[src/nsc_map.svh]
/*
 * constants of the sentence/command port: timing, characters, codes.
 * assumes a single 20 MHz system clock; included by bare name.
 */
`ifndef NSC_MAP_SVH
`define NSC_MAP_SVH
// ======================================================
// clock and serial timing
`define NSC_CLK_HZ 20000000
// bench clock rate seen by the dividers, keeps frames short in simulation
`define NSC_TB_CLK_HZ 921600
`define NSC_BAUD_DEFAULT 9600
`define NSC_BAUD_LIST_0 4800
`define NSC_BAUD_LIST_2 19200
`define NSC_BAUD_LIST_3 38400
`define NSC_BAUD_LIST_4 57600
`define NSC_BAUD_LIST_5 115200
// ======================================================
// framing characters
`define NSC_CH_DOLLAR 8'h24
`define NSC_CH_STAR 8'h2A
`define NSC_CH_COMMA 8'h2C
`define NSC_CH_CR 8'h0D
`define NSC_CH_LF 8'h0A
// ======================================================
// command numbers and defaults
`define NSC_CMD_BAUD 10'h0FB
`define NSC_CMD_MASK 10'h13A
`define NSC_ACT_LO 10'h064
`define NSC_ACT_HI 10'h0C7
`define NSC_MASK_DEFAULT 6'h3F
`define NSC_NTYPES 6
`endif

[src/nsc_pkg.sv]
/*
 * types shared by the sentence/command port modules.
 * assumes nsc_map.svh holds all numbers.
 */
package nsc_pkg;
  // ======================================================
  // command parser states
  typedef enum logic [2:0] {
    PS_IDLE, PS_PFX, PS_NUM, PS_BODY, PS_CK1, PS_CK2, PS_CR, PS_LF
  } nsc_pstate_t;
  // ======================================================
  // sentence types, index into the enable mask
  typedef enum logic [2:0] {
    ST_RMC, ST_GGA, ST_GLL, ST_GSA, ST_VTG, ST_GSV
  } nsc_stype_t;
endpackage

[src/nsc_stream_if.sv]
/*
 * byte stream carrier between the port and its fifo.
 * assumes one clock shared by both ends.
 */
`timescale 1ns/1ps
`default_nettype none
interface nsc_stream_if #(parameter int W = 8);
  logic [W-1:0] data; // payload
  logic valid; // source holds data
  logic ready; // sink takes data
  modport src (output data, output valid, input ready);
  modport snk (input data, input valid, output ready);
endinterface
`default_nettype wire
[src/nsc_fifo.sv]
/*
 * synchronous fifo, width and depth parameters, valid/ready both sides.
 * assumes one clock and synchronous active-low reset.
 */
`timescale 1ns/1ps
`default_nettype none
module nsc_fifo #(
  parameter int W = 8,
  parameter int DEPTH = 16
) (
  // clock and reset
  input wire logic sys_clk_i,
  input wire logic rst_n_i,
  // streams
  nsc_stream_if.snk in_s,
  nsc_stream_if.src out_s
);
  localparam int AW = $clog2(DEPTH);
  logic [W-1:0] mem [DEPTH]; // storage
  logic [AW-1:0] wr_ptr; // write index
  logic [AW-1:0] rd_ptr; // read index
  logic [AW:0] count; // words held
  logic push;
  logic pop;
  logic [AW:0] next_count;
  assign push = in_s.valid && in_s.ready;
  assign pop = out_s.valid && out_s.ready;
  assign next_count = count + (AW+1)'(push) - (AW+1)'(pop);
  assign out_s.valid = (count != '0);
  assign out_s.data = mem[rd_ptr];
  // ======================================================
  // storage write, no reset needed on data
  always_ff @(posedge sys_clk_i) begin
    if (push) begin
      mem[wr_ptr] <= in_s.data;
    end
  end
  // pointers and fill level; ready registered so the top sees a flop
  always_ff @(posedge sys_clk_i) begin
    if (!rst_n_i) begin
      wr_ptr <= '0;
      rd_ptr <= '0;
      count <= '0;
      in_s.ready <= 1'b0;
    end else begin
      if (push) begin
        wr_ptr <= (wr_ptr == AW'(DEPTH-1)) ? '0 : wr_ptr + 1'b1;
      end
      if (pop) begin
        rd_ptr <= (rd_ptr == AW'(DEPTH-1)) ? '0 : rd_ptr + 1'b1;
      end
      count <= next_count;
      in_s.ready <= (next_count != (AW+1)'(DEPTH));
    end
  end
  a_fifo_ready: assert property (@(posedge sys_clk_i) disable iff (!rst_n_i)
    in_s.ready |-> count != (AW+1)'(DEPTH))
    else $error("fifo ready while full");
endmodule
`default_nettype wire

[src/nsc_port.sv]
/*
 * sentence output and command input port of the positioning receiver.
 * assumes a navigation engine that streams sentence bytes on request,
 * a 20 MHz clock, and supply-sense pins from the power monitor.
 */
`timescale 1ns/1ps
`default_nettype none
`include "nsc_map.svh"
// Operation
// - sentences start after power, no command needed
// - serial output always restarts at 9600 baud
// - commands change baud and sentence set live
// - sentence mask kept while any supply present
// - action commands fire exactly once
// - dollar, prefix, three digit number parsed
// - asterisk, checksum, CR LF end command
// - checksum is XOR between delimiters, hex
// - six sentence types offered
// - send on tx line, receive on rx
module nsc_port #(
  parameter logic [31:0] CMD_PREFIX = 32'h5058_595A, // arbitrary value
  parameter int FIFO_DEPTH = 16,
  parameter int CLK_HZ = `NSC_CLK_HZ // rate the baud divisors assume
) (
  // clock and reset
  input wire logic sys_clk_i,
  input wire logic rst_n_i,
  // supply sense pins
  input wire logic main_supply_i,
  input wire logic backup_supply_i,
  // serial pins
  input wire logic rx_i,
  output logic tx_o,
  // navigation engine sentence stream
  output logic nav_req_o,
  output logic [2:0] nav_type_o,
  input wire logic [7:0] nav_data_i,
  input wire logic nav_valid_i,
  input wire logic nav_last_i,
  output logic nav_ready_o,
  // action commands toward the engine
  output logic action_o,
  output logic [9:0] action_num_o,
  output logic [15:0] action_arg_o
);
  // ======================================================
  // divisor per baud value, derived from clock rate
  function automatic logic [15:0] baud_div(input logic [16:0] b);
    int d;
    d = CLK_HZ / ((b == 17'h0) ? 1 : int'(b));
    return 16'(d);
  endfunction
  function automatic logic valid_baud(input logic [16:0] b);
    return b == 17'(`NSC_BAUD_LIST_0) || b == 17'(`NSC_BAUD_DEFAULT) ||
      b == 17'(`NSC_BAUD_LIST_2) || b == 17'(`NSC_BAUD_LIST_3) ||
      b == 17'(`NSC_BAUD_LIST_4) || b == 17'(`NSC_BAUD_LIST_5);
  endfunction
  // ascii hex digit to nibble, upper or lower case
  function automatic logic [4:0] hex_nib(input logic [7:0] c);
    if (c >= 8'h30 && c <= 8'h39) return {1'b1, c[3:0]};
    if ((c | 8'h20) >= 8'h61 && (c | 8'h20) <= 8'h66)
      return {1'b1, 4'(c[3:0] + 4'h9)};
    return 5'h00;
  endfunction
  localparam logic [15:0] DIV_DEF = 16'(CLK_HZ / `NSC_BAUD_DEFAULT);
  // ======================================================
  // pin synchronisers, second flop only is read
  logic [1:0] rx_s, main_s, bak_s;
  always_ff @(posedge sys_clk_i) begin
    if (!rst_n_i) begin
      rx_s <= 2'b11;
      main_s <= 2'b00;
      bak_s <= 2'b00;
    end else begin
      rx_s <= {rx_s[0], rx_i};
      main_s <= {main_s[0], main_supply_i};
      bak_s <= {bak_s[0], backup_supply_i};
    end
  end
  logic main_on; // link may run
  logic supply_lost; // both supplies gone
  logic main_d; // for power-up edge
  assign main_on = main_s[1];
  assign supply_lost = !main_s[1] && !bak_s[1];
  always_ff @(posedge sys_clk_i) begin
    if (!rst_n_i) main_d <= 1'b0;
    else main_d <= main_on;
  end
  // ======================================================
  // settings: baud divisor and sentence enable mask
  logic [15:0] div; // live divisor
  logic [15:0] div_pend; // requested divisor
  logic pend; // change waits for idle tx
  logic [5:0] mask; // enabled sentence types
  logic set_baud, set_mask; // from parser
  logic [16:0] arg; // decoded argument
  logic tx_busy;
  // baud: any power-up restarts at default; change only between bytes
  always_ff @(posedge sys_clk_i) begin
    if (!rst_n_i || (main_on && !main_d) || supply_lost) begin
      div <= DIV_DEF;
      pend <= 1'b0;
      div_pend <= DIV_DEF;
    end else if (set_baud) begin
      div_pend <= baud_div(arg);
      pend <= 1'b1;
    end else if (pend && !tx_busy) begin
      div <= div_pend;
      pend <= 1'b0;
    end
  end
  // mask survives main loss while backup holds; both gone -> default
  always_ff @(posedge sys_clk_i) begin
    if (!rst_n_i || supply_lost) mask <= `NSC_MASK_DEFAULT;
    else if (set_mask) mask <= arg[5:0];
  end
  // ======================================================
  // sentence scheduler: round robin over enabled types
  function automatic logic [2:0] next_type(input logic [2:0] c,
                                          input logic [5:0] m);
    logic [2:0] t;
    logic [2:0] r;
    r = c;
    t = c;
    for (int i = 0; i < `NSC_NTYPES; i++) begin
      t = (t == 3'(`NSC_NTYPES - 1)) ? 3'h0 : t + 3'h1;
      if (m[t] && r == c) r = t;
    end
    if (r == c && !m[c]) r = c;
    return r;
  endfunction
  logic busy; // sentence in flight
  logic first; // nothing sent since power-up
  logic [2:0] nxt;
  assign nxt = (first && mask[0]) ? 3'h0 : next_type(nav_type_o, mask);
  always_ff @(posedge sys_clk_i) begin
    if (!rst_n_i || !main_on) begin
      busy <= 1'b0;
      first <= 1'b1;
      nav_req_o <= 1'b0;
      nav_type_o <= 3'h0;
    end else begin
      nav_req_o <= 1'b0;
      if (!busy && mask != 6'h00) begin
        nav_req_o <= 1'b1;
        nav_type_o <= nxt;
        busy <= 1'b1;
        first <= 1'b0;
      end else if (nav_valid_i && nav_ready_o && nav_last_i) begin
        busy <= 1'b0;
      end
    end
  end
  // ======================================================
  // fifo between engine and transmitter
  nsc_stream_if #(.W(8)) fin ();
  nsc_stream_if #(.W(8)) fout ();
  assign fin.data = nav_data_i;
  assign fin.valid = nav_valid_i && main_on;
  assign nav_ready_o = fin.ready;
  nsc_fifo #(.W(8), .DEPTH(FIFO_DEPTH)) u_fifo (
    .sys_clk_i(sys_clk_i),
    .rst_n_i(rst_n_i),
    .in_s(fin),
    .out_s(fout)
  );
  // ======================================================
  // transmitter, 8N1, LSB first
  logic [15:0] tx_cnt;
  logic [9:0] tx_sh;
  logic [3:0] tx_bits;
  assign tx_busy = (tx_bits != 4'h0);
  assign fout.ready = !tx_busy && main_on && !pend;
  always_ff @(posedge sys_clk_i) begin
    if (!rst_n_i || !main_on) begin
      tx_o <= 1'b1; // idle high
      tx_cnt <= '0;
      tx_sh <= '1;
      tx_bits <= 4'h0;
    end else if (fout.valid && fout.ready) begin
      tx_sh <= {1'b1, fout.data, 1'b0};
      // one extra cell so the stop bit lasts a full bit time
      tx_bits <= 4'hB;
      tx_cnt <= '0;
      tx_o <= 1'b1;
    end else if (tx_busy) begin
      if (tx_cnt == 16'h0000) begin
        tx_o <= tx_sh[0];
        tx_sh <= {1'b1, tx_sh[9:1]};
        tx_bits <= tx_bits - 4'h1;
        tx_cnt <= div - 16'h0001;
      end else begin
        tx_cnt <= tx_cnt - 16'h0001;
      end
    end
  end
  // ======================================================
  // receiver: sample mid-bit after start edge
  logic [15:0] rx_cnt;
  logic [3:0] rx_bits;
  logic [7:0] rx_sh;
  logic rx_v; // one-cycle byte strobe
  logic [7:0] rx_b;
  always_ff @(posedge sys_clk_i) begin
    if (!rst_n_i || !main_on) begin
      rx_bits <= 4'h0;
      rx_cnt <= '0;
      rx_sh <= '0;
      rx_v <= 1'b0;
      rx_b <= '0;
    end else begin
      rx_v <= 1'b0;
      if (rx_bits == 4'h0) begin
        if (!rx_s[1]) begin
          rx_bits <= 4'hA;
          rx_cnt <= {1'b0, div[15:1]};
        end
      end else if (rx_cnt != 16'h0000) begin
        rx_cnt <= rx_cnt - 16'h0001;
      end else begin
        rx_cnt <= div - 16'h0001;
        rx_bits <= rx_bits - 4'h1;
        if (rx_bits == 4'hA && rx_s[1]) rx_bits <= 4'h0; // glitch
        else if (rx_bits == 4'h1) begin
          rx_v <= rx_s[1]; // framing error drops byte
          rx_b <= rx_sh;
        end else if (rx_bits != 4'hA) rx_sh <= {rx_s[1], rx_sh[7:1]};
      end
    end
  end
  // ======================================================
  // command parser
  nsc_pkg::nsc_pstate_t ps;
  logic [1:0] pidx; // prefix/digit index
  logic [9:0] num; // command number
  logic [7:0] ck; // running xor
  logic [3:0] ck_hi;
  logic ck_ok; // checksum matched
  logic arg_on; // after first comma
  logic [7:0] pfx_ch;
  logic [4:0] nib;
  assign pfx_ch = CMD_PREFIX[8'(31 - 8 * pidx) -: 8];
  assign nib = hex_nib(rx_b);
  always_ff @(posedge sys_clk_i) begin
    if (!rst_n_i || !main_on) begin
      ps <= nsc_pkg::PS_IDLE;
      pidx <= 2'h0;
      num <= '0;
      ck <= '0;
      ck_hi <= '0;
      ck_ok <= 1'b0;
      arg <= '0;
      arg_on <= 1'b0;
    end else if (rx_v) begin
      if (rx_b == `NSC_CH_DOLLAR) begin
        ps <= nsc_pkg::PS_PFX;
        pidx <= 2'h0;
        ck <= 8'h00;
        num <= '0;
        arg <= '0;
        arg_on <= 1'b0;
      end else begin
        unique case (ps)
          nsc_pkg::PS_IDLE: ;
          nsc_pkg::PS_PFX: begin
            ck <= ck ^ rx_b;
            if (rx_b != pfx_ch) ps <= nsc_pkg::PS_IDLE;
            else begin
              pidx <= pidx + 2'h1;
              if (pidx == 2'h3) ps <= nsc_pkg::PS_NUM;
            end
          end
          nsc_pkg::PS_NUM: begin
            ck <= ck ^ rx_b;
            if (rx_b < 8'h30 || rx_b > 8'h39) ps <= nsc_pkg::PS_IDLE;
            else begin
              num <= 10'(num * 10 + 10'(rx_b[3:0]));
              pidx <= pidx + 2'h1;
              if (pidx == 2'h2) ps <= nsc_pkg::PS_BODY;
            end
          end
          nsc_pkg::PS_BODY: begin
            if (rx_b == `NSC_CH_STAR) ps <= nsc_pkg::PS_CK1;
            else begin
              ck <= ck ^ rx_b;
              if (rx_b == `NSC_CH_COMMA) arg_on <= !arg_on && arg == '0;
              else if (arg_on && rx_b >= 8'h30 && rx_b <= 8'h39)
                arg <= 17'(arg * 10 + 17'(rx_b[3:0]));
            end
          end
          nsc_pkg::PS_CK1: begin
            ck_hi <= nib[3:0];
            ps <= nib[4] ? nsc_pkg::PS_CK2 : nsc_pkg::PS_IDLE;
          end
          nsc_pkg::PS_CK2: begin
            ck_ok <= nib[4] && {ck_hi, nib[3:0]} == ck;
            ps <= nib[4] ? nsc_pkg::PS_CR : nsc_pkg::PS_IDLE;
          end
          nsc_pkg::PS_CR:
            ps <= (rx_b == `NSC_CH_CR) ? nsc_pkg::PS_LF
                                       : nsc_pkg::PS_IDLE;
          nsc_pkg::PS_LF: ps <= nsc_pkg::PS_IDLE;
        endcase
      end
    end
  end
  // ======================================================
  // execute on LF of a well formed, checked command
  logic done;
  assign done = rx_v && ps == nsc_pkg::PS_LF && rx_b == `NSC_CH_LF;
  assign set_baud = done && ck_ok && num == `NSC_CMD_BAUD && valid_baud(arg);
  assign set_mask = done && ck_ok && num == `NSC_CMD_MASK;
  always_ff @(posedge sys_clk_i) begin
    if (!rst_n_i) begin
      action_o <= 1'b0;
      action_num_o <= '0;
      action_arg_o <= '0;
    end else begin
      action_o <= done && ck_ok && num >= `NSC_ACT_LO &&
                  num <= `NSC_ACT_HI;
      if (done) begin
        action_num_o <= num;
        action_arg_o <= arg[15:0];
      end
    end
  end
  // ======================================================
  // checks
  a_baud_powerup: assert property (@(posedge sys_clk_i) disable iff (!rst_n_i)
    main_on && !main_d |=> div == DIV_DEF)
    else $error("baud not default after power-up");
  a_first_req: assert property (@(posedge sys_clk_i) disable iff (!rst_n_i)
    main_on && !main_d && mask != 6'h00 |-> ##[1:3] nav_req_o)
    else $error("no sentence after power-up");
  a_mask_keep: assert property (@(posedge sys_clk_i) disable iff (!rst_n_i)
    !supply_lost && !set_mask |=> mask == $past(mask))
    else $error("mask changed without command");
  a_mask_clear: assert property (@(posedge sys_clk_i) disable iff (!rst_n_i)
    supply_lost |=> mask == `NSC_MASK_DEFAULT)
    else $error("mask not default after supply loss");
  a_action_once: assert property (@(posedge sys_clk_i) disable iff (!rst_n_i)
    action_o |=> !action_o)
    else $error("action repeated");
  a_action_ck: assert property (@(posedge sys_clk_i) disable iff (!rst_n_i)
    action_o |-> $past(ck_ok) && $past(done))
    else $error("action without good checksum");
  a_req_enabled: assert property (@(posedge sys_clk_i) disable iff (!rst_n_i)
    nav_req_o |-> mask[nav_type_o] && nav_type_o < 3'h6)
    else $error("request for disabled sentence");
  a_prefix_start: assert property (@(posedge sys_clk_i) disable iff (!rst_n_i)
    main_on && rx_v && rx_b == `NSC_CH_DOLLAR |=> ps == nsc_pkg::PS_PFX)
    else $error("dollar did not restart parser");
  a_tx_idle: assert property (@(posedge sys_clk_i) disable iff (!rst_n_i)
    !main_on |=> tx_o && !tx_busy)
    else $error("tx active without main supply");
  c_baud_cmd: cover property (@(posedge sys_clk_i) set_baud);
  c_action: cover property (@(posedge sys_clk_i) action_o);
  c_bad_ck: cover property (@(posedge sys_clk_i) done && !ck_ok);
  c_fifo_full: cover property (@(posedge sys_clk_i) !nav_ready_o);
endmodule
`default_nettype wire

[config.mk]
export PLATFORM = sky130hd
export DESIGN_NAME = nsc_port
export DESIGN_NICKNAME = d
export VERILOG_FILES = /design/src/nsc_pkg.sv /design/src/nsc_stream_if.sv /design/src/nsc_fifo.sv /design/src/nsc_port.sv
export VERILOG_INCLUDE_DIRS = /design/src
export SDC_FILE = /design/constraint.sdc
export NUM_CORES = 2
export LEC_CHECK = 0
export BUFFER_PORTS_ARGS = -buffer_cell sky130_fd_sc_hd__buf_2
export CORE_MARGIN = 1
export CORE_UTILIZATION = 55
export CTS_CLUSTER_DIAMETER = 100
export CTS_CLUSTER_SIZE = 8
export DETAILED_ROUTE_END_ITERATION = 6
export GPL_TIMING_DRIVEN = 0
export HOLD_SLACK_MARGIN = 0.15
export PLACE_DENSITY_LB_ADDON = 0.05
export SYNTH_ARGS = -nofsm -noshare
export SYNTH_HDL_FRONTEND = slang
export SYNTH_SLANG_ARGS = --single-unit
[constraint.sdc]
create_clock -name sys_clk_i -period 117.3 [get_ports sys_clk_i]
set_input_delay 0 -clock sys_clk_i [delete_from_list [all_inputs] [get_ports sys_clk_i]]
set_output_delay 0 -clock sys_clk_i [all_outputs]
set_load 0.03 [all_outputs]
Word level (Yosys, flattened, before mapping):

Memory sizes are Yosys's and may differ from the RTL's. A register that Yosys moved wholly into a read port is not among the register bits.
Cells that the tools add are included.
Widths: inputs -> output; s select.

* flip-flop bits (word level): 206
* bits in writable memories: 128
* input port bits: 15
* output and inout port bits: 33
* word-level logic and storage cells: 316
* memories: 1

* $add $sub $neg: 20
* multipliers: 2
* div/mod/pow operators: 1
* magnitude comparators: 15
* equality and inequality tests: 54
* shift-type cells: 1
* mux-type cells: 90
* bitwise operators: 7
* reduce and logical (&&, ||, !) cells: 88

Memories
* u_fifo.mem: words 16, bits a word 8, read ports 1, clocked after Yosys merged registers in 1, wr ports 1, RTL line nsc_fifo.sv:19 `logic [W-1:0] mem [DEPTH];`

Operators by type and width (number)
* $mux 17: 6
* $mux 3: 23
* $mux 16: 4
* $sub 16x1->16 const B: 3
* $mux 4: 11
* $shiftx 39x9->8 const A: 1
* $eq 17x16->1 const B: 2
* $logic_and 1x1->1: 33
* $div 26x32->32 const A: 1
* $eq 3x3->1 const B: 10
* $mux 10: 3
* $lt 3x4->1 const B: 7
* $mux 9: 3
* $eq 8x6->1 const B: 3
* $bmux 1 s3: 7
* $mux 1: 21
* $pmux 3 s7: 1
* $mux 5: 4
* $add 3x1->3 const B: 6
* $eq 3x3->1: 6
* $add 17x4->17: 1
* $eq 17x13->1 const B: 1
* $eq 17x14->1 const B: 1
* $eq 17x15->1 const B: 1
* 57 further kinds: 119

Longest topological paths before layout:

* depth in word-level cells: 24
* mapped depth: 454
* mapped depth without buffers: 425

By module:

From an unflattened synthesis, not the netlist that was laid out.

* cell total of the unflattened synthesis: 5569
* area total of the unflattened synthesis: 42564.6 µm²

By module, submodules not included
* nsc_port: times used 1, cells an instance 5257, area each 36736.5 µm², sequential area each 3843.7 µm²
* nsc_fifo: times used 1, cells an instance 312, area each 5828.1 µm², sequential area each 4204.0 µm²

Least setup slack after synthesis:

Ideal clock, no wire load.

* kind: register -> register
* from: reg arg[1]
* to: reg div_pend[0]
* arrival time: 83.605 ns
* required time: 117.158 ns
* slack: 33.554 ns
* stages on the path, launching flop included: 438
* period minus slack after synthesis: 83.746 ns
* cell sequence: dfxtp_1 buf_2 inv_1 ha_1 nor2_1 o21ai_0 nor3b_1 nor3_1 ha_1 nor2_1 nor3_1 o31ai_1 mux2_2 ha_1 a21o_1 a21o_1 or2_1 o32a_1 [402 not listed] a21o_1 a21oi_1 o211ai_1 or4_4 clkbuf_1 buf_2 nor2_1 a21oi_1 ha_1 a21o_1 a21o_1 a21oi_1 o21ai_0 nor3b_1 o21ai_0 nor2_1 o2111ai_1 a2bb2oi_1

* cells in the longest elaborated chain, start to end: 7
* elaborated cells on any way between the ends: 15
* classes of those cells: div (1); eq/ne (6); mux (1); reduce/logical (7)

RTL lines
* start, declared: RTL line nsc_port.sv:96 `logic [16:0] arg;`
* start signal, assigned: RTL line nsc_port.sv:288 `arg <= 17'(arg * 10 + 17'(rx_b[3:0]));`
* parallel branches: the longest is 7 deep, another holds $div 26x32->32
* end signal, assigned: RTL line nsc_port.sv:105 `div_pend <= baud_div(arg);`
* end, declared: RTL line nsc_port.sv:92 `logic [15:0] div_pend;`

Parallel ways; which one is timed is not known.
A chain may end at the register's enable or synchronous reset.

Worst setup path in the final report:

* from: reg arg[7]
* to: reg div_pend[0]

The elaborated chain is that of the path after synthesis.

==> results.json <==
{
  "netlist_area_um2": 42600,
  "arrival_ns": 109.25,
  "ff_latch_area_um2": 8050,
  "drt-initial-drc-count": 3901,
  "holdCritStartpoint": "nav_valid_i",
  "drv_slew": 0,
  "fmaxAchievable_mhz": 9.19,
  "status": "finished clean",
  "startpoint": "arg[7]$_SDFFE_PP0P_",
  "rows": 101,
  "yosys_most_used_dff": "dfxtp_1",
  "die_y_um": 280,
  "grt_max_degree": 31,
  "globalRoute.totalOverflow": 0,
  "clock_latency_ns": 0.59,
  "cap_violations": 0,
  "postCtsSetupBuffers": 0,
  "synthArstFlopShare_pct": 0,
  "synth_seq_cells": 338,
  "holdPathEnd": "u_fifo.wr_ptr[0]$_SDFFE_PN0P_",
  "cpMaxStageDelayCell": "a2111oi_0",
  "track_usage_pct": 34.1,
  "drc_errors": 0,
  "grt_pass1_vias": 39100,
  "rr_startpoint": "arg[7]$_SDFFE_PP0P_",
  "n_fill_cell": 7205,
  "die_w_um": 280,
  "seq_area_frac_synth_pct": 18.9,
  "layout_common_cells": "620 x nor2_1, 504 x nand2_1, 446 x ha_1",
  "dp_hpwl_um": 105000,
  "antenna_found_initial": 1,
  "fin_worst_skew_ns": 0.0408,
  "coreArea_um2": 76300,
  "synth_cell_types": 123,
  "avgSynthCellArea_um2": 7.68,
  "end_kind": "flop",
  "layout-drive-gt1-share_pct": 6.97,
  "timing.slew.headroom_pct": 10.7,
  "io_pins": 48,
  "start_util_pct": 55.8,
  "utilization_pct": 60.1,
  "cts_buffer_depth": 3,
  "slowest_delay_ns": 0.99,
  "fin_crit_ns": 108.85,
  "final-hold-violation-count": 0,
  "portBuffers": 47,
  "wl_per_cell_um": 20.5,
  "tightestPinTransition_ns": 1.33,
  "root_buffer": "clkbuf_16",
  "wl_um": 138000,
  "holdPathStages": 5,
  "r2r_slack_ns": 8.45,
  "fin_crit_sh_pct": 92.8,
  "crit_fanout": 10,
  "cts_tree": "yes",
  "rr_worst_depth": 431,
  "cts_buffers": 48,
  "crit_top_cell": "o21ai_0",
  "rsz0062_at_grt": "no",
  "htreeDepth": 2,
  "gp_congestion": 0.963,
  "synth_fp_nets": 6013,
  "design.die.area_um2": 78600,
  "r2r_end": "div_pend[0]$_SDFFE_PP1P_",
  "grt_pass1_wl_um": 216000,
  "ys_warn_count": 0,
  "vias_per_cell": 6.40,
  "drtPass1Iterations": 6,
  "synth_edf_count": 128,
  "fin_setup_tns_ns": 0,
  "final_common_cell": "nor2_1",
  "critPathKind": "reg -> reg",
  "ant_nets": 0,
  "syn2layout_area_growth_pct": 7.77,
  "clkSlewWorstSetupHoldPaths_ns": 0.06,
  "vias": 43100,
  "required_ns": 117.70,
  "layout.nets": 6140,
  "clkSinkCount": 338,
  "start_kind": "flop",
  "hold_class": "in -> reg",
  "setup_violations": 0,
  "multiInputGateArea_um2": 33100,
  "syn_inst": 5547
}
worst max-delay path by stage:
| stage | to | cells past startpoint |
|---|---|---|
| final | div_pend[0]$_SDFFE_PP1P_ | 431 |
| after global routing | div_pend[0]$_SDFFE_PP1P_ | 432 |
| after CTS | div_pend[0]$_SDFFE_PP1P_ | 432 |
| after detailed placement | div_pend[0]$_SDFFE_PP1P_ | 432 |
| after global placement | div_pend[0]$_SDFFE_PP1P_ | 429 |
| after floorplan | div_pend[0]$_SDFFE_PP1P_ | 437 |
cells by family after synthesis:
group                    share of synthesized area (%)
adder cells (fa/ha/maj)                           13.3
buffers and inverters                             3.49
other                                          0.00880
XOR/XNOR                                          6.78
AND/OR/NAND/NOR                                   24.3
flip-flops                                        18.9
AO/OA/AOI/OAI                                     26.7
multiplexers                                      6.40
through the flow:
| stage | hold WS [ns] | setup slack, ns | instance area (um^2) | cells |
|---|---|---|---|---|
| finish | 0.196 | 8.45 | 45900 | 6724 |
| global route | 0.228 | 0.188 | 45900 | 6723 |
| CTS | 0.153 | 10.80 | 45900 | 6723 |
| detailed placement | 0.191 | 11.38 | 44400 | 6637 |
| global placement | 0.193 | 11.70 | 44100 | 6624 |
| floorplan | 0.0730 | 33.55 | 42600 | 5547 |
flip-flops by register name, summed over array words and instances (netlist names), 4 cells and up, named ones only:
register       cells
tx_cnt            16
u_fifo.wr_ptr      4
rx_cnt            16
rx_sh              8
u_fifo.count       5
tx_sh              9
arg               17
div               16
mask               6
u_fifo.rd_ptr      4
tx_bits            4
ck                 8
u_fifo.mem       128
rx_b               8
ck_hi              4
action_arg_o      16
div_pend          16
num               10
rx_bits            4
action_num_o      10
area by class of cell:
cell class                      count  area share [%]
Multi-Input combinational cell   4824            72.0
Sequential cell                   338            17.5
Tap cell                         1030            2.81
Clock buffer                       65            2.78
Inverter                          202            1.65
Buffer                            183            1.58
Timing Repair Buffer               77            1.42
Clock inverter                      4           0.185
Antenna cell                        1         0.00545
Yosys cell counts (23+ instances only):
cell / number / area [um^2]
nand3_1: 139 / 696
ha_1: 446 / 5580
mux2i_1: 83 / 831
nand4_1: 62 / 388
clkbuf_1: 141 / 529
dfxtp_1: 210 / 4200
a22oi_1: 33 / 248
nand2_1: 504 / 1890
o211ai_1: 45 / 338
nor4_1: 54 / 338
a31oi_1: 70 / 438
edfxtp_1: 128 / 3840
nor3_1: 183 / 916
o21bai_1: 27 / 203
a211oi_1: 68 / 510
o21ai_1: 38 / 190
and2_1: 83 / 519
o2111ai_1: 23 / 201
nor2_1: 620 / 2330
a21oi_1: 430 / 2150
o21a_1: 97 / 728
inv_1: 198 / 743
mux4_2: 41 / 923
a21o_1: 164 / 1230
a21boi_0: 35 / 263
and3_1: 54 / 338
nand2b_1: 135 / 845
o21ai_0: 336 / 1680
or2_2: 33 / 206
xnor2_1: 215 / 1880
o31ai_1: 88 / 661
or3_1: 53 / 332
mux2_2: 81 / 912
nor2b_1: 50 / 313
xor2_1: 113 / 990
metal layers:
metal  GRT usage, %  up-vias  share of wire (%)
met3           4.08      268                7.6
met2           52.0     1558                 42
met1           49.3    20200                 46
met4           11.9        4                3.8
li1               -    21000                  -
met5              0        -              0.018
critical path: cells and delay by family (launching register included):
kind                       cells  cell delay, ns
DFF                            1            0.36
AOI/OAI and AO/OA            216           49.79
buffers and inverters         51           21.49
muxes                          8            3.21
adders and majority gates     29            9.45
and+or+nand+nor              127           24.06
what timing repair did:
action                    4_1_cts  5_1_grt
hold endpoints to repair      183        0
hold buffers                   17        0
gates resized for setup         0        0
Power is left out: the tool's default activity adds up to more than one toggle a clock period on the data nets, which glitch-free logic cannot reach.
